[config.mk]
export PLATFORM = sky130hd
export DESIGN_NAME = xpt_host_flat
export DESIGN_NICKNAME = d
export VERILOG_FILES = /design/src/common/xpt_pkg.sv /design/src/common/xpt_if.sv /design/src/rtl/xpt_host.sv /design/src/flat_wrapper.sv
export SDC_FILE = /design/constraint.sdc
export NUM_CORES = 1
export LEC_CHECK = 0
export BUFFER_PORTS_ARGS = -buffer_cell sky130_fd_sc_hd__buf_2
export CAP_MARGIN = 30
export CORE_UTILIZATION = 51
export CTS_BUF_LIST = sky130_fd_sc_hd__clkbuf_4
export DETAILED_ROUTE_END_ITERATION = 8
export PLACE_DENSITY = 0.82
export SLEW_MARGIN = 20
export SYNTH_ARGS = -nofsm -noshare
export SYNTH_HDL_FRONTEND = slang
export SYNTH_SLANG_ARGS = --single-unit
[constraint.sdc]
create_clock -name mclk -period 2.3 [get_ports mclk]
set_clock_uncertainty 0.05 [all_clocks]
set_input_delay 0.46 -clock mclk [delete_from_list [all_inputs] [get_ports mclk]]
set_output_delay 0.46 -clock mclk [all_outputs]
set_load 0.01 [all_outputs]
[src/common/xpt_pkg.sv]
// Purpose: Shared constants for the crosspoint programming port and its host
// Assumes: One synchronous clock mclk at 100 MHz drives both ends
// Notes: Pins are sampled as synchronous levels; edges are found by comparison
package xpt_pkg;
    localparam int NUM_OUTPUTS = 5;
    localparam int SEL_W = 4;
    localparam int ADDR_W = 3;
    localparam int DATA_W = 5;
    localparam int EN_BIT = 4;
    localparam int PAD_BITS = 5;
    localparam int SERIAL_BITS = 45;
    localparam int SER_CNT_W = 6;
    localparam logic [DATA_W-1:0] OFF_WORD = 5'h00;
    localparam logic [2:0] TOP_OUTPUT = 3'h4;
    // Host pin phase lengths, in mclk cycles
    localparam int PHASE_CYC = 2;
    localparam int PH_W = 2;
    // Host AXI4-Lite register offsets and fields
    localparam logic [3:0] REG_CMD = 4'h0;
    localparam logic [3:0] REG_STAT = 4'h4;
    localparam logic [3:0] REG_SHADOW = 4'h8;
    localparam int CMD_START = 0;
    localparam int CMD_WRITE = 1;
    localparam int CMD_APPLY = 2;
    localparam int CMD_INIT = 3;
    localparam int CMD_ADDR_LSB = 8;
    localparam int CMD_DATA_LSB = 16;
    localparam logic [1:0] RESP_OKAY = 2'h0;
    localparam logic [1:0] RESP_SLVERR = 2'h2;
    typedef enum logic [1:0] {ACT_WRITE, ACT_APPLY, ACT_INIT} act_t;
endpackage

[src/common/xpt_if.sv]
// Purpose: Pin bundle between the crosspoint host and the crosspoint device
// Assumes: All pins are plain one-way levels, synchronous to mclk
// Notes: No two-way pins exist on this port
`timescale 1ns/10ps
interface xpt_if;
    logic chip_select_n;
    logic serial_parallel_select;
    logic update_n;
    logic shift_clk_n;
    logic write_strobe_n;
    logic init_clear_qualifier;
    logic [2:0] output_select;
    logic [4:0] prog_data;
    logic serial_data_in;
    logic reset_n;
    logic serial_data_out;
    modport host (output chip_select_n, serial_parallel_select, update_n, shift_clk_n,
        write_strobe_n, init_clear_qualifier, output_select, prog_data, serial_data_in,
        reset_n, input serial_data_out);
    modport dev (input chip_select_n, serial_parallel_select, update_n, shift_clk_n,
        write_strobe_n, init_clear_qualifier, output_select, prog_data, serial_data_in,
        reset_n, output serial_data_out);
endinterface

[src/rtl/xpt_host.sv]
// Purpose: Host controller driving the crosspoint parallel programming pins
// Assumes: Software commands arrive over AXI4-Lite, one action at a time
// Notes: Each pin phase lasts PHASE_CYC cycles so the device sees clean edges
`timescale 1ns/10ps
module xpt_host
    import xpt_pkg::*;
(
    input wire logic mclk, // System clock
    input wire logic rst_n, // Synchronous reset, active low
    input wire logic [3:0] s_axi_awaddr, // Write address
    input wire logic s_axi_awvalid, // Write address valid
    output logic s_axi_awready, // Write address ready
    input wire logic [31:0] s_axi_wdata, // Write data
    input wire logic [3:0] s_axi_wstrb, // Write strobes
    input wire logic s_axi_wvalid, // Write data valid
    output logic s_axi_wready, // Write data ready
    output logic [1:0] s_axi_bresp, // Write response
    output logic s_axi_bvalid, // Write response valid
    input wire logic s_axi_bready, // Write response ready
    input wire logic [3:0] s_axi_araddr, // Read address
    input wire logic s_axi_arvalid, // Read address valid
    output logic s_axi_arready, // Read address ready
    output logic [31:0] s_axi_rdata, // Read data
    output logic [1:0] s_axi_rresp, // Read response
    output logic s_axi_rvalid, // Read data valid
    input wire logic s_axi_rready, // Read data ready
    xpt_if.host pins // Pins toward the crosspoint
);
    typedef enum logic [2:0] {S_IDLE, S_SETUP, S_STROBE, S_RELEASE, S_UPD, S_NEXT} st_t;
    st_t st_ff;
    logic [PH_W-1:0] ph_ff;
    act_t act_ff;
    logic [2:0] addr_ff;
    logic [DATA_W-1:0] data_ff;
    logic init_pass_ff; // 0: all off with clear high, 1: wanted state
    logic [DATA_W-1:0] want_ff [NUM_OUTPUTS];
    logic ready_init_ff; // Set once the clear pass has staged off words in every output
    logic strobe_n_ff, upd_n_ff, clr_ff;
    logic awr_ff, wr_ff, bv_ff, arr_ff, rv_ff;
    logic [1:0] bresp_ff;
    logic [31:0] rdata_ff;

    wire busy = (st_ff != S_IDLE);
    wire wr_go = s_axi_awvalid & s_axi_wvalid & ~bv_ff & ~awr_ff;
    wire wr_cmd = wr_go & (s_axi_awaddr == REG_CMD) & s_axi_wstrb[0];
    wire wr_shadow = wr_go & (s_axi_awaddr == REG_SHADOW);
    wire cmd_start = wr_cmd & s_axi_wdata[CMD_START] & ~busy;
    // Stage first when writing or initialising; a bare apply goes straight to update
    wire go_stage = s_axi_wdata[CMD_WRITE] | s_axi_wdata[CMD_INIT];
    wire go_apply = s_axi_wdata[CMD_APPLY] & ~go_stage;
    // Apply before the init clear pass has finished is refused so random staging never reaches the matrix
    wire apply_ok = ready_init_ff | ~s_axi_wdata[CMD_APPLY];
    wire phase_done = (ph_ff == PH_W'(PHASE_CYC - 1));
    wire rd_go = s_axi_arvalid & ~rv_ff & ~arr_ff;
    wire [31:0] rd_word = (s_axi_araddr == REG_STAT) ? {30'h0, ready_init_ff, busy} :
        (s_axi_araddr == REG_CMD) ? {8'h0, 3'h0, data_ff, 5'h0, addr_ff, 8'h0} : 32'h0;

    // AXI4-Lite handshakes; address and data are taken together
    always_ff @(posedge mclk) begin
        if (!rst_n) begin
            awr_ff <= 1'b0;
            wr_ff <= 1'b0;
            bv_ff <= 1'b0;
            bresp_ff <= RESP_OKAY;
            arr_ff <= 1'b0;
            rv_ff <= 1'b0;
            rdata_ff <= 32'h0;
        end else begin
            awr_ff <= wr_go;
            wr_ff <= wr_go;
            if (wr_go) begin
                bresp_ff <= (wr_cmd & (busy | ~apply_ok)) ? RESP_SLVERR : RESP_OKAY;
            end
            // Answers only follow the edge at which the ready pulse completes the handshake
            if (awr_ff) begin
                bv_ff <= 1'b1;
            end else if (s_axi_bready) begin
                bv_ff <= 1'b0;
            end
            arr_ff <= rd_go;
            if (arr_ff) begin
                rv_ff <= 1'b1;
                rdata_ff <= rd_word;
            end else if (s_axi_rready) begin
                rv_ff <= 1'b0;
            end
        end
    end

    // Wanted output words used by the initialization pass
    always_ff @(posedge mclk) begin
        if (wr_shadow) begin
            want_ff[s_axi_wdata[CMD_ADDR_LSB +: ADDR_W]] <= s_axi_wdata[CMD_DATA_LSB +: DATA_W];
        end
    end

    // Pin sequencer: setup, strobe low, strobe high, optional update pulse
    always_ff @(posedge mclk) begin
        if (!rst_n) begin
            st_ff <= S_IDLE;
            ph_ff <= '0;
            act_ff <= ACT_WRITE;
            addr_ff <= '0;
            data_ff <= OFF_WORD;
            init_pass_ff <= 1'b0;
            ready_init_ff <= 1'b0;
            strobe_n_ff <= 1'b1;
            upd_n_ff <= 1'b1;
            clr_ff <= 1'b0;
        end else begin
            ph_ff <= (busy && !phase_done) ? ph_ff + PH_W'(1) : '0;
            unique case (st_ff)
                S_IDLE: if (cmd_start && apply_ok) begin
                    addr_ff <= s_axi_wdata[CMD_ADDR_LSB +: ADDR_W];
                    data_ff <= s_axi_wdata[CMD_DATA_LSB +: DATA_W];
                    if (s_axi_wdata[CMD_INIT]) begin
                        act_ff <= ACT_INIT;
                        addr_ff <= TOP_OUTPUT;
                        data_ff <= OFF_WORD;
                        init_pass_ff <= 1'b0;
                        clr_ff <= 1'b1;
                    end else begin
                        act_ff <= s_axi_wdata[CMD_APPLY] ? ACT_APPLY : ACT_WRITE;
                    end
                    // A start with neither staging nor apply loads the address and data pins but pulses neither strobe nor update
                    st_ff <= go_stage ? S_SETUP : (go_apply ? S_UPD : S_IDLE);
                    if (go_apply) begin
                        upd_n_ff <= 1'b0;
                    end
                end
                S_SETUP: if (phase_done) begin
                    strobe_n_ff <= 1'b0;
                    st_ff <= S_STROBE;
                end
                S_STROBE: if (phase_done) begin
                    strobe_n_ff <= 1'b1;
                    st_ff <= S_RELEASE;
                end
                S_RELEASE: if (phase_done) begin
                    if (act_ff == ACT_INIT) begin
                        st_ff <= S_NEXT;
                    end else begin
                        st_ff <= (act_ff == ACT_APPLY) ? S_UPD : S_IDLE;
                        if (act_ff == ACT_APPLY) upd_n_ff <= 1'b0;
                    end
                end
                // A full phase here keeps the next setup and the update low at two cycles
                S_NEXT: if (phase_done) begin
                    if (addr_ff != '0) begin
                        // Stage outputs from the top down, update held high
                        addr_ff <= addr_ff - 3'h1;
                        data_ff <= init_pass_ff ? want_ff[addr_ff - 3'h1] : OFF_WORD;
                        st_ff <= S_SETUP;
                    end else begin
                        upd_n_ff <= 1'b0;
                        if (!init_pass_ff) ready_init_ff <= 1'b1;
                        st_ff <= S_UPD;
                    end
                end
                S_UPD: begin
                    upd_n_ff <= 1'b0;
                    if (phase_done) begin
                        upd_n_ff <= 1'b1;
                        if (act_ff == ACT_INIT && !init_pass_ff) begin
                            init_pass_ff <= 1'b1;
                            clr_ff <= 1'b0;
                            addr_ff <= TOP_OUTPUT;
                            data_ff <= want_ff[TOP_OUTPUT];
                            st_ff <= S_SETUP;
                        end else begin
                            st_ff <= S_IDLE;
                        end
                    end
                end
                default: st_ff <= S_IDLE;
            endcase
        end
    end

    assign s_axi_awready = awr_ff;
    assign s_axi_wready = wr_ff;
    assign s_axi_bvalid = bv_ff;
    assign s_axi_bresp = bresp_ff;
    assign s_axi_arready = arr_ff;
    assign s_axi_rvalid = rv_ff;
    assign s_axi_rdata = rdata_ff;
    assign s_axi_rresp = RESP_OKAY;
    // Parallel mode pin levels held for the whole operation
    assign pins.chip_select_n = 1'b0;
    assign pins.serial_parallel_select = 1'b1;
    assign pins.shift_clk_n = 1'b1;
    assign pins.serial_data_in = 1'b0;
    assign pins.reset_n = rst_n;
    assign pins.write_strobe_n = strobe_n_ff;
    assign pins.update_n = upd_n_ff;
    assign pins.init_clear_qualifier = clr_ff;
    assign pins.output_select = addr_ff;
    assign pins.prog_data = data_ff;
endmodule // xpt_host

[src/flat_wrapper.sv]
// flat-port wrapper written by rule: the top's interface ports become plain ports
module xpt_host_flat import xpt_pkg::*;
  (mclk, rst_n, s_axi_awaddr, s_axi_awvalid, s_axi_awready, s_axi_wdata, s_axi_wstrb, s_axi_wvalid, s_axi_wready, s_axi_bresp, s_axi_bvalid, s_axi_bready, s_axi_araddr, s_axi_arvalid, s_axi_arready, s_axi_rdata, s_axi_rresp, s_axi_rvalid, s_axi_rready, pins_chip_select_n, pins_serial_parallel_select, pins_update_n, pins_shift_clk_n, pins_write_strobe_n, pins_init_clear_qualifier, pins_output_select, pins_prog_data, pins_serial_data_in, pins_reset_n, pins_serial_data_out);
  xpt_if pins_i ();
  input wire logic mclk;
  input wire logic rst_n;
  input wire logic [3:0] s_axi_awaddr;
  input wire logic s_axi_awvalid;
  output logic s_axi_awready;
  input wire logic [31:0] s_axi_wdata;
  input wire logic [3:0] s_axi_wstrb;
  input wire logic s_axi_wvalid;
  output logic s_axi_wready;
  output logic [1:0] s_axi_bresp;
  output logic s_axi_bvalid;
  input wire logic s_axi_bready;
  input wire logic [3:0] s_axi_araddr;
  input wire logic s_axi_arvalid;
  output logic s_axi_arready;
  output logic [31:0] s_axi_rdata;
  output logic [1:0] s_axi_rresp;
  output logic s_axi_rvalid;
  input wire logic s_axi_rready;
  output wire logic [$bits(pins_i.chip_select_n)-1:0] pins_chip_select_n;
  output wire logic [$bits(pins_i.serial_parallel_select)-1:0] pins_serial_parallel_select;
  output wire logic [$bits(pins_i.update_n)-1:0] pins_update_n;
  output wire logic [$bits(pins_i.shift_clk_n)-1:0] pins_shift_clk_n;
  output wire logic [$bits(pins_i.write_strobe_n)-1:0] pins_write_strobe_n;
  output wire logic [$bits(pins_i.init_clear_qualifier)-1:0] pins_init_clear_qualifier;
  output wire logic [$bits(pins_i.output_select)-1:0] pins_output_select;
  output wire logic [$bits(pins_i.prog_data)-1:0] pins_prog_data;
  output wire logic [$bits(pins_i.serial_data_in)-1:0] pins_serial_data_in;
  output wire logic [$bits(pins_i.reset_n)-1:0] pins_reset_n;
  input wire logic [$bits(pins_i.serial_data_out)-1:0] pins_serial_data_out;
  assign pins_chip_select_n = pins_i.chip_select_n;
  assign pins_serial_parallel_select = pins_i.serial_parallel_select;
  assign pins_update_n = pins_i.update_n;
  assign pins_shift_clk_n = pins_i.shift_clk_n;
  assign pins_write_strobe_n = pins_i.write_strobe_n;
  assign pins_init_clear_qualifier = pins_i.init_clear_qualifier;
  assign pins_output_select = pins_i.output_select;
  assign pins_prog_data = pins_i.prog_data;
  assign pins_serial_data_in = pins_i.serial_data_in;
  assign pins_reset_n = pins_i.reset_n;
  assign pins_i.serial_data_out = pins_serial_data_out;
  xpt_host u_core (.mclk(mclk), .rst_n(rst_n), .s_axi_awaddr(s_axi_awaddr), .s_axi_awvalid(s_axi_awvalid), .s_axi_awready(s_axi_awready), .s_axi_wdata(s_axi_wdata), .s_axi_wstrb(s_axi_wstrb), .s_axi_wvalid(s_axi_wvalid), .s_axi_wready(s_axi_wready), .s_axi_bresp(s_axi_bresp), .s_axi_bvalid(s_axi_bvalid), .s_axi_bready(s_axi_bready), .s_axi_araddr(s_axi_araddr), .s_axi_arvalid(s_axi_arvalid), .s_axi_arready(s_axi_arready), .s_axi_rdata(s_axi_rdata), .s_axi_rresp(s_axi_rresp), .s_axi_rvalid(s_axi_rvalid), .s_axi_rready(s_axi_rready), .pins(pins_i));
endmodule
==> results by group, run 1 <==
Die
  – DIE AREA: 6140 um^2
  – FP Rows: 27
  – Core region area: 5570 um^2
  – DIE WIDTH: 78.4 um
  – Die Span Y: 78.4 um
  – Num ports: 109
  – Initial Util: 53.3%

Placement
  – IO buf count: 55
  – Detailed Place HPWL: 4130 um
  – Inst Count DP: 402
  – DP Area: 3200 um^2
  – Final Wtd Congestion: 0.877

CTS
  – Clk_lat worst skew: 0.40 ns
  – Number of H-tree levels: 3
  – TritonCTS clock tree: yes
  – Clk root buf: clkbuf_4
  – CTS clk-pin slew, worst paths: 0.10 ns
  – Post-CTS Setup Bufs: 0
  – Clk sinks: 60
  – CTS Buf Count: 9
  – CTS max path bufs: 2
  – Post-CTS Resized: 0
  – Hold_buf cts: 0

Worst setup path
  – Startpoint types: flop
  – Crit Path Class: flop to flop
  – Arrival time worst endpoint: 2.21 ns
  – Crit-path slowest cell: and2_1
  – Worst Setup End Kind: flop
  – Critical-path maximum fanout: 9
  – Cell Chain, Critical Path: ha_1 > nand3b_1 > a211o_1 > o21ai_2 > and2_1 > a311oi_2
  – Worst Path Required: 2.52 ns
  – Slowest stage delay, CP: 0.42 ns

Timing
  – RSZ-0062 raised after global routing: false
  – Worst slew pin tran: 0.615 ns
  – Final worst path period need: 2.00 ns
  – Relative slew margins: 58.9%
  – Achievable frequency: 0.501 GHz
  – Final Max Slew Viols: 0
  – Setup TNS: 0 ns
  – Final period util: 86.8%
  – Fin. Hold Viols: 0
  – Final setup violation count: 0

Power and ir drop
  – Combinational share of power: 7.0%
  – Flop pwr share: 53.2%
  – Switching Fraction: 23.2%
  – Sw power: 490 uW
  – Worst IR Drop VDD: 0.000391 V
  – Int Power: 1.62 mW
  – Clk network pwr share: 39.8%
  – Lkg Pwr: 1.36 nW
  – Power per cell area: 627 nW/um^2

Global route
  – Antenna violations before repair: 0
  – Vias in the first global route: 2,011
  – First-pass GRT wire length: 9110 um
  – Tot GR Track Use: 19.6%
  – Total congestion overflow: 0
  – Pin count of the biggest net entering global routing: 27

Synth
  – Post-synthesis cell count: 284
  – EDFF count, synth: 25
  – Syn_area_per_cell: 10.5 um^2
  – Seq/Total Area, Yosys: 48.8%
  – Mapped Area: 2970 um^2
  – Ys flop type: dfxtp_1
  – Post-synthesis async set-or-reset flop share: 0%
  – #FFs+latches synth: 60
  – Warnings, synthesis: 0
  – Distinct cells, synth: 55

Routing
  – DRC errors left: 0
  – WL final: 5490 um
  – Average vias per placed instance: 5.19
  – Initial DRC Count: 179
  – Post-route ant nets: 0
  – DR pass1 iterations: 4
  – Vias: 2,169
  – Routed len/inst: 13.1 um

Final layout
  – Cell Count, Final, Fillers Out: 418
  – FILL cells: 507
  – Share of post-route cells with drive strength above 1: 29.5%
  – # diodes: 0
  – Design area: 3360 um^2
  – Area grow syn2layout: 13.1%
  – Final net count: 398

Job
  – Number of max-cap violations: 0

Hold path
  – Worst min path class: input pin to flop

Status
  – Status: finished clean
worst paths after layout:
check	from	end	slack [ns]	cells after the start
max	u_core.act_ff[1]	u_core.pins.prog_data[1]	0.30	6
min	s_axi_arvalid	u_core.s_axi_arready	0.24	3
max reg2reg	u_core.act_ff[1]	u_core.pins.prog_data[1]	0.30	6
min reg2reg	u_core.ph_ff[0]	u_core.ph_ff[0]	0.38	1
per-stage QoR:
step | power [mW] | utilization [%] | hold slack [ns] | setup WS, ns
after CTS | 2.13 | 60.3 | 0.221 | 0.319
final | 2.11 | 60.3 | 0.240 | 0.304
after detailed placement | 1.29 | 57.4 | 0.367 | 0.327
after global placement | 1.29 | 57.4 | 0.356 | 0.357
after global routing | 2.21 | 60.3 | 0.227 | 0.187
after floorplan | 1.28 | - | 0.347 | 0.283
routing by layer:
| layer | up-vias | wire [um] | global-route usage (%) |
|---|---|---|---|
| li1 | 1079 | - | - |
| met1 | 983 | 2530 | 24.6 |
| met2 | 97 | 2550 | 31.5 |
| met3 | 10 | 335 | 4.77 |
| met4 | 0 | 80 | 9.44 |
| met5 | - | 0 | 0 |
worst max-delay path: cells and delay by family (launching register included):
kind	cells	cell delay [ns]
adder cells (fa/ha/maj)	1	0.25
AO/OA/AOI/OAI	3	0.67
flip-flops	1	0.38
AND/OR/NAND/NOR	2	0.52
sequential cells by signal, summed over array words and instances, names as in the netlist, 2 cells and up:
| signal | flops |
|---|---|
| u_core.act_ff | 2 |
| u_core.pins.output_select | 3 |
| u_core.want_ff | 25 |
| u_core.st_ff | 3 |
| u_core.pins.prog_data | 5 |
| u_core.s_axi_rdata | 10 |
| u_core.ph_ff | 2 |
cell families after synthesis:
logic type               synth area share [%]
adder cells (fa/ha/maj)                  2.10
AO/OA/AOI/OAI                            15.8
XOR/XNOR                                0.589
other                                   0.253
buffers and inverters                    12.0
multiplexers                             4.12
AND/OR/NAND/NOR                          16.3
flip-flops                               48.8
power by group through the flow:
stage,clock network [mW],registers [mW],logic (mW)
2_1_floorplan,0,1.15,0.128
4_1_cts,0.863,1.12,0.148
5_1_grt,0.919,1.12,0.165
3_3_place_gp,0,1.15,0.145
6_report,0.839,1.12,0.149
3_5_place_dp,0,1.15,0.148
placed cells by master, fill, tap and decap left out, types with 3 or more instances in the layout:
cell | synthesis | layout
a21o_1 | 6 | 6
a21oi_1 | 20 | 20
a22oi_1 | 8 | 8
a311oi_2 | 3 | 3
a31oi_1 | 3 | 3
and3_1 | 3 | 3
buf_2 | 4 | 55
buf_4 | 34 | 9
clkbuf_4 | 0 | 10
conb_1 | 2 | 29
dfxtp_1 | 35 | 35
edfxtp_1 | 25 | 25
ha_1 | 5 | 5
inv_1 | 9 | 9
inv_2 | 3 | 3
mux4_2 | 5 | 5
nand2_1 | 18 | 18
nand2b_1 | 11 | 11
nand3_1 | 8 | 8
nand4_1 | 4 | 4
nor2_1 | 19 | 19
nor3_1 | 5 | 5
nor3_2 | 3 | 3
o21ai_0 | 4 | 4
synthesized netlist by cell type (all sizes together) (2+ instances only):
master	n	share of area (%)
buf	41	9.9
dfxtp	35	24
edfxtp	25	25
a21oi	20	3.4
nor2	19	2.4
nand2	18	2.3
inv	12	1.5
nand2b	11	2.3
a22oi	8	2.0
nand3	8	1.3
nor3	8	1.9
o21ai	7	1.7
a21o	6	1.5
ha	5	2.1
mux4	5	3.8
a311oi	4	1.8
clkbuf	4	0.50
nand4	4	0.84
a31oi	3	0.63
and3	3	0.63
a211o	2	0.59
a211oi	2	0.84
a32oi	2	0.59
and2	2	0.42
conb	2	0.25
nand3b	2	0.50
nor2b	2	0.42
nor4	2	0.42
nor4b	2	0.59
o211a	2	0.67
o22ai	2	0.42
o31ai	2	0.50
or3	2	0.42
layout make-up:
type                            count  area (um^2)  share of cell area (%)
Multi-Input combinational cell    193         1260                    37.6
Sequential cell                    60         1450                    43.2
Clock inverter                      6         88.8                    2.64
Timing Repair Buffer               64          343                    10.2
Tap cell                           72         90.1                    2.68
Inverter                           13         48.8                    1.45
Clock buffer                       10         75.1                    2.23
Power figures use the tool's default switching activity.
==> run 2, diff against run 1 <==
--- a/config.mk
+++ b/config.mk
@@ -7,10 +7,11 @@
 export LEC_CHECK = 0
 export BUFFER_PORTS_ARGS = -buffer_cell sky130_fd_sc_hd__buf_2
 export CAP_MARGIN = 30
-export CORE_UTILIZATION = 51
+export CORE_MARGIN = 2
+export CORE_UTILIZATION = 40
 export CTS_BUF_LIST = sky130_fd_sc_hd__clkbuf_4
 export DETAILED_ROUTE_END_ITERATION = 8
-export PLACE_DENSITY = 0.82
+export PLACE_DENSITY = 0.67
 export SLEW_MARGIN = 20
 export SYNTH_ARGS = -nofsm -noshare
 export SYNTH_HDL_FRONTEND = slang
==> constraint.sdc (replaced) <==
create_clock -name mclk -period 2.34 [get_ports mclk]
set_clock_uncertainty 0.05 [all_clocks]
set_input_delay 0.468 -clock mclk [delete_from_list [all_inputs] [get_ports mclk]]
set_output_delay 0.468 -clock mclk [all_outputs]
set_load 0.01 [all_outputs]
==> run 2 against run 1 <==
Compared with the run above: final cell count increased by 6.9%; via count increased by 0.46%; utilization decreased by 13 points; maximum frequency increased by 0.79%; clock power decreased by 11%; sequential cell count unchanged; sequential share of layout area decreased by 0.37 points; clock-buffer cell count decreased by 1; largest power group unchanged; wire length increased by 6.9%.
==> results by group, run 2 (synthesis results as in run 1) <==
Status
  – Status: finished clean

Die
  – Core region area: 7210 um^2 (+29%)
  – Die Span Y: 90.2 um (+15%)
  – Num ports: 109 (unchanged)
  – Initial Util: 41.2% (-12 points)
  – DIE WIDTH: 90.2 um (+15%)
  – DIE AREA: 8140 um^2 (+33%)
  – FP Rows: 31 (+15%)

Routing
  – WL final: 5870 um (+6.9%)
  – Post-route ant nets: 0 (unchanged)
  – DR top layer: met4
  – Routed wl met2: 2570 um (+0.82%)
  – Met3 WL: 448 um (+34%)
  – Vias: 2,179 (+0.46%)
  – Average vias per placed instance: 4.87 (-6.1%)
  – WL met1: 2760 um (+9.1%)
  – DRC errors left: 0 (unchanged)
  – Routed len/inst: 13.1 um (about the same)
  – DR pass1 iterations: 4 (unchanged)
  – Initial DRC Count: 119 (-34%)

Timing
  – Worst slew pin tran: 0.530 ns (-0.0845 ns)
  – Setup TNS: 0 ns (unchanged)
  – Final period util: 84.6% (-2.1 points)
  – Relative slew margins: 64.6% (+5.7 points)
  – Final setup violation count: 0 (unchanged)
  – Final worst path period need: 1.98 ns (-0.0156 ns)
  – Fin. Hold Viols: 0 (unchanged)
  – Final Max Slew Viols: 0 (unchanged)
  – Achievable frequency: 0.505 GHz (+0.79%)
  – RSZ-0062 raised after global routing: false

Final layout
  – FILL cells: 707 (+39%)
  – Share of post-route cells with drive strength above 1: 29.9% (+0.41 points)
  – Register Area: 1450 um^2 (unchanged)
  – Multi-input gate area: 1260 um^2 (unchanged)
  – # diodes: 0 (unchanged)
  – Largest register FFs: 25 (unchanged)
  – Commonest non-fill, non-tap cells in the layout: 55 x buf_2, 35 x dfxtp_1, 29 x conb_1
  – Final net count: 400 (+0.50%)
  – Area grow syn2layout: 14.1%
  – Commonest non-fill, non-tap cell in the layout: buf_2

CTS
  – Clk root buf: clkbuf_4
  – TritonCTS clock tree: yes
  – Hold_buf cts: 0 (unchanged)
  – Number of H-tree levels: 3 (unchanged)
  – CTS max path bufs: 2 (unchanged)
  – Clk sinks: 60 (unchanged)
  – CTS Buf Count: 9 (unchanged)
  – CTS clk-pin slew, worst paths: 0.11 ns (about the same)
  – Post-CTS Setup Bufs: 0 (unchanged)
  – Post-CTS Resized: 0 (unchanged)
  – Clk_lat worst skew: 0.41 ns (about the same)

Power and ir drop
  – Overall power: 2.00 mW (-5.2%)
  – Lkg Pwr: 1.36 nW (about the same)
  – Worst IR Drop VDD: 0.000366 V (-6.5%)
  – Power per cell area: 590 nW/um^2 (-6.0%)

Global route
  – Antenna violations before repair: 0 (unchanged)
  – First-pass GRT wire length: 10,200 um (+12%)
  – Tot GR Track Use: 15.5% (-4.0 points)
  – Vias in the first global route: 2,088 (+3.8%)
  – Pin count of the biggest net entering global routing: 27 (unchanged)
  – Total congestion overflow: 0 (unchanged)

Job
  – Number of max-cap violations: 0 (unchanged)

Worst setup path
  – Critical-path maximum fanout: 9 (unchanged)
  – Arrival time worst endpoint: 2.21 ns (about the same)
  – Worst Setup End Kind: flop
  – Startpoint types: flop
  – Crit Path Class: flop to flop
  – Worst Path Required: 2.57 ns (+0.05 ns)

Placement
  – IO buf count: 55 (unchanged)
  – Final Wtd Congestion: 0.881 (+0.35%)
  – Detailed Place HPWL: 4390 um (+6.4%)

Hold path
  – Worst min path class: input pin to flop
==> run 2: changes by cell type in the layout (fill, tap and decap cells not counted) <==
cell | before | now
buf_4 | 9 | 11
bufinv_16 | 2 | 1
clkbuf_4 | 10 | 9
clkinv_4 | 1 | 2
inv_6 | 0 | 1
==> run 2: power breakdown <==
group | total (mW) | leakage, nW | internal [mW] | switching [mW]
clock network | 0.748 | 0.0725 | 0.330 | 0.418
registers | 1.10 | 0.507 | 1.10 | 0.00704
logic | 0.149 | 0.777 | 0.0528 | 0.0960
==> run 2: final cells by class <==
type                       count  share of cell area (%)
clock buffer                   9                    1.99
multi-input combinational    193                    37.3
clock inverter                 7                    2.25
timing repair buffer          66                    10.6
tap                           99                    3.65
inverter                      13                    1.44
sequential                    60                    42.8
==> run 2: per-stage QoR <==
stage | instance area, um^2 | utilization, % | worst slack [ns] | hold WS (ns) | instances
finish | 3390 | 47.0 | 0.360 | 0.227 | 447
global route | 3390 | 47.0 | 0.156 | 0.242 | 447
CTS | 3390 | 47.0 | 0.346 | 0.195 | 447
detailed placement | 3250 | 45.0 | 0.309 | 0.363 | 431
global placement | 3250 | 45.0 | 0.361 | 0.356 | 431
floorplan | 3070 | - | 0.315 | 0.347 | 311
==> run 2: worst paths after layout <==
path,startpoint,endpoint,slack [ns],cells past startpoint
max reg2reg,u_core.pins.output_select[1],u_core.pins.prog_data[2],0.36,7
max,u_core.pins.output_select[1],u_core.pins.prog_data[2],0.36,7
min reg2reg,u_core.ph_ff[0],u_core.ph_ff[0],0.38,1
min,s_axi_arvalid,u_core.s_axi_arready,0.23,3
==> run 2: critical path, cell delays in order, from the launching register on <==
cell and delay, ns:
dfxtp_1 0.38, inv_1 0.09, ha_1 0.19, nand2b_1 0.15, nand2_1 0.09, o21ai_2 0.34
and2_1 0.42, a311oi_2 0.15
==> run 2: metal layers <==
layer / vias up / track usage (%)
met5: - / 0
met4: 0 / 6.92
met3: 9 / 3.60
met2: 93 / 23.8
met1: 992 / 21.0
li1: 1085 / -
==> run 3, diff against run 2 <==
--- a/config.mk
+++ b/config.mk
@@ -11,7 +11,7 @@
 export CORE_UTILIZATION = 40
 export CTS_BUF_LIST = sky130_fd_sc_hd__clkbuf_4
 export DETAILED_ROUTE_END_ITERATION = 8
-export PLACE_DENSITY = 0.67
+export PLACE_DENSITY = 0.69
 export SLEW_MARGIN = 20
 export SYNTH_ARGS = -nofsm -noshare
 export SYNTH_HDL_FRONTEND = slang
==> constraint.sdc (replaced) <==
create_clock -name mclk -period 1.6 [get_ports mclk]
set_clock_uncertainty 0.05 [all_clocks]
set_input_delay 0.32 -clock mclk [delete_from_list [all_inputs] [get_ports mclk]]
set_output_delay 0.32 -clock mclk [all_outputs]
set_load 0.01 [all_outputs]
==> run 3 against run 2 <==
Compared with the run above: the flow now finishes with violations (setup timing); critical endpoint is now u_core.pins.prog_data[3]; highest routed layer unchanged; register-to-register slack worse by 0.40 ns; utilization is 5.5 points higher; die area stayed put; worst hold slack worse by 0.12 ns; worst setup slack worse by 0.40 ns; sequential power is 46% higher; total power is 40% higher; global-route usage is 1.1 points higher; sequential cell count stayed put; design area is 12% higher.
==> results by group, run 3 (synthesis results as in run 1) <==
Status
  – Status: finished with violations
  – Violated checks: setup timing

Die
  – Core region area: 7210 um^2 (unchanged)
  – DIE WIDTH: 90.2 um (unchanged)
  – DIE AREA: 8140 um^2 (unchanged)
  – Die Span Y: 90.2 um (unchanged)
  – Num ports: 109 (unchanged)
  – Initial Util: 41.2% (unchanged)
  – FP Rows: 31 (unchanged)

Worst setup path
  – Crit Path Class: flop to flop
  – Worst Path Required: 1.84 ns (-0.73 ns)
  – Startpoint types: flop
  – Worst Setup End Kind: flop
  – Reg2Reg Launch Point: u_core.s_axi_awready
  – Arrival time worst endpoint: 1.87 ns (-0.34 ns)
  – CP top delay family: simple AND/OR/NAND/NOR gates
  – Crit-path slowest cell: and4bb_4
  – Critical-path maximum fanout: 12 (+3)
  – Crit. Startpoint: u_core.s_axi_awready
  – Slowest stage delay, CP: 0.37 ns (-0.05 ns)
  – Crit path buffers/inverters: 1 (unchanged)
  – Cell Chain, Critical Path: and4bb_4 > nand4b_4 > o21ai_4 > buf_12 > and2_4 > a311oi_2

Global route
  – GR peak layer: met2
  – Grt met1 use: 22.3% (+1.3 points)
  – Antenna violations before repair: 0 (unchanged)
  – Vias in the first global route: 2,199 (+5.3%)
  – Pin count of the biggest net entering global routing: 26 (-3.7%)
  – First-pass GRT wire length: 10,800 um (+6.4%)
  – Met3 Use GR: 3.60% (unchanged)
  – Total congestion overflow: 0 (unchanged)
  – M2 GR Usage: 26.6% (+2.8 points)
  – Tot GR Track Use: 16.7% (+1.1 points)

Routing
  – Post-route ant nets: 0 (unchanged)
  – DR pass1 iterations: 4 (unchanged)
  – Average vias per placed instance: 4.82 (-1.1%)
  – DRC errors left: 0 (unchanged)
  – Routed len/inst: 13.4 um (+2.2%)
  – WL final: 6330 um (+7.9%)
  – Vias: 2,276 (+4.5%)
  – Initial DRC Count: 110 (-7.6%)

Job
  – Number of max-cap violations: 0 (unchanged)

Power and ir drop
  – Overall power: 2.79 mW (+40%)
  – Power per cell area: 737 nW/um^2 (+25%)
  – Lkg Pwr: 1.52 nW (+12%)
  – Worst IR Drop VDD: 0.000405 V (+11%)

Final layout
  – Cell Count, Final, Fillers Out: 472 (+5.6%)
  – Final net count: 425 (+6.3%)
  – Design area: 3790 um^2 (+12%)
  – # diodes: 0 (unchanged)
  – Commonest non-fill, non-tap cells in the layout: 55 x buf_2, 31 x buf_4, 29 x conb_1
  – Finished Core Util: 52.5% (+5.5 points)
  – Area grow syn2layout: 27.4%
  – Commonest non-fill, non-tap cell in the layout: buf_2
  – Share of post-route cells with drive strength above 1: 43.4% (+14 points)
  – Largest register FFs: 25 (unchanged)

Timing
  – Final setup violation count: 13 (+13)
  – RSZ-0062 raised after global routing: true
  – Final period util: 102% (+18 points)
  – Final Max Slew Viols: 0 (unchanged)
  – Setup TNS: -0.202 ns (-0.202 ns)
  – Final worst path period need: 1.64 ns (-0.344 ns)
  – Fin. Hold Viols: 0 (unchanged)
  – Achievable frequency: 0.611 GHz (+21%)
  – Hold_ws: 0.103 ns (-0.125 ns)
  – Final worst setup slack: -0.0364 ns (-0.396 ns)

CTS
  – Hold_buf cts: 0 (unchanged)
  – CTS Buf Count: 9 (unchanged)
  – Clk root buf: clkbuf_4
  – Clk sinks: 60 (unchanged)
  – Number of H-tree levels: 3 (unchanged)
  – TritonCTS clock tree: yes
  – CTS clk-pin slew, worst paths: 0.11 ns (about the same)
  – CTS max path bufs: 2 (unchanged)
  – Clk_lat worst skew: 0.40 ns (about the same)

Placement
  – Final Wtd Congestion: 0.884 (+0.44%)
  – Detailed Place HPWL: 4710 um (+7.4%)
  – IO buf count: 55 (unchanged)
  – DP Worst Slack: -0.126 ns (-0.435 ns)
  – Inst Count DP: 454 (+5.3%)
  – DP Area: 3540 um^2 (+9.1%)

Hold path
  – HP Start: s_axi_arvalid
  – Worst min path class: input pin to flop
run 3: changes by cell type in the layout (fill, tap and decap cells not counted), moves of 4 or more:
cell     before  now
dfxtp_1      35   28
buf_4        11   31
ha_1          5    1
dfxtp_2       0    7
run 3: power by group:
group	total [mW]	switching, mW	internal, mW	leakage [nW]
sequential	1.61	0.00933	1.60	0.511
combinational	0.262	0.161	0.101	0.952
clock	0.917	0.594	0.323	0.0623
run 3: final timing paths:
kind / cells past startpoint / slack (ns) / end
max: 6 / -0.04 / u_core.pins.prog_data[3]
min: 3 / 0.10 / u_core.s_axi_arready
max reg2reg: 6 / -0.04 / u_core.pins.prog_data[3]
min reg2reg: 1 / 0.36 / u_core.ph_ff[0]
run 3: repair_timing:
item | 4_1_cts | 5_1_grt
buffers inserted | 1 | 0
pin swaps | 5 | 15
resized for setup | 5 | 24
cloned | 1 | 0
endpoints found under the setup margin | 31 | 39
run 3: worst reg2reg max path, delay by kind of cell, from the launching register on:
family | cells | cell delay (ns)
AO/OA/AOI/OAI | 2 | 0.26
flip-flops | 1 | 0.33
AND/OR/NAND/NOR | 3 | 0.73
buffers and inverters | 1 | 0.15
run 3: layout make-up:
| class | instances | area, um^2 |
|---|---|---|
| multi-input combinational | 194 | 1470 |
| clock inverter | 7 | 51.3 |
| tap | 99 | 124 |
| fill | 666 | 3430 |
| clock buffer | 9 | 67.6 |
| sequential | 60 | 1460 |
| timing repair buffer | 90 | 562 |
| inverter | 13 | 51.3 |
run 3: layer usage:
| metal | part of all wire [%] | wire length (um) |
|---|---|---|
| met3 | 5.3 | 333 |
| met5 | 0 | 0 |
| met2 | 47 | 2990 |
| met1 | 46 | 2940 |
| met4 | 1.2 | 74 |
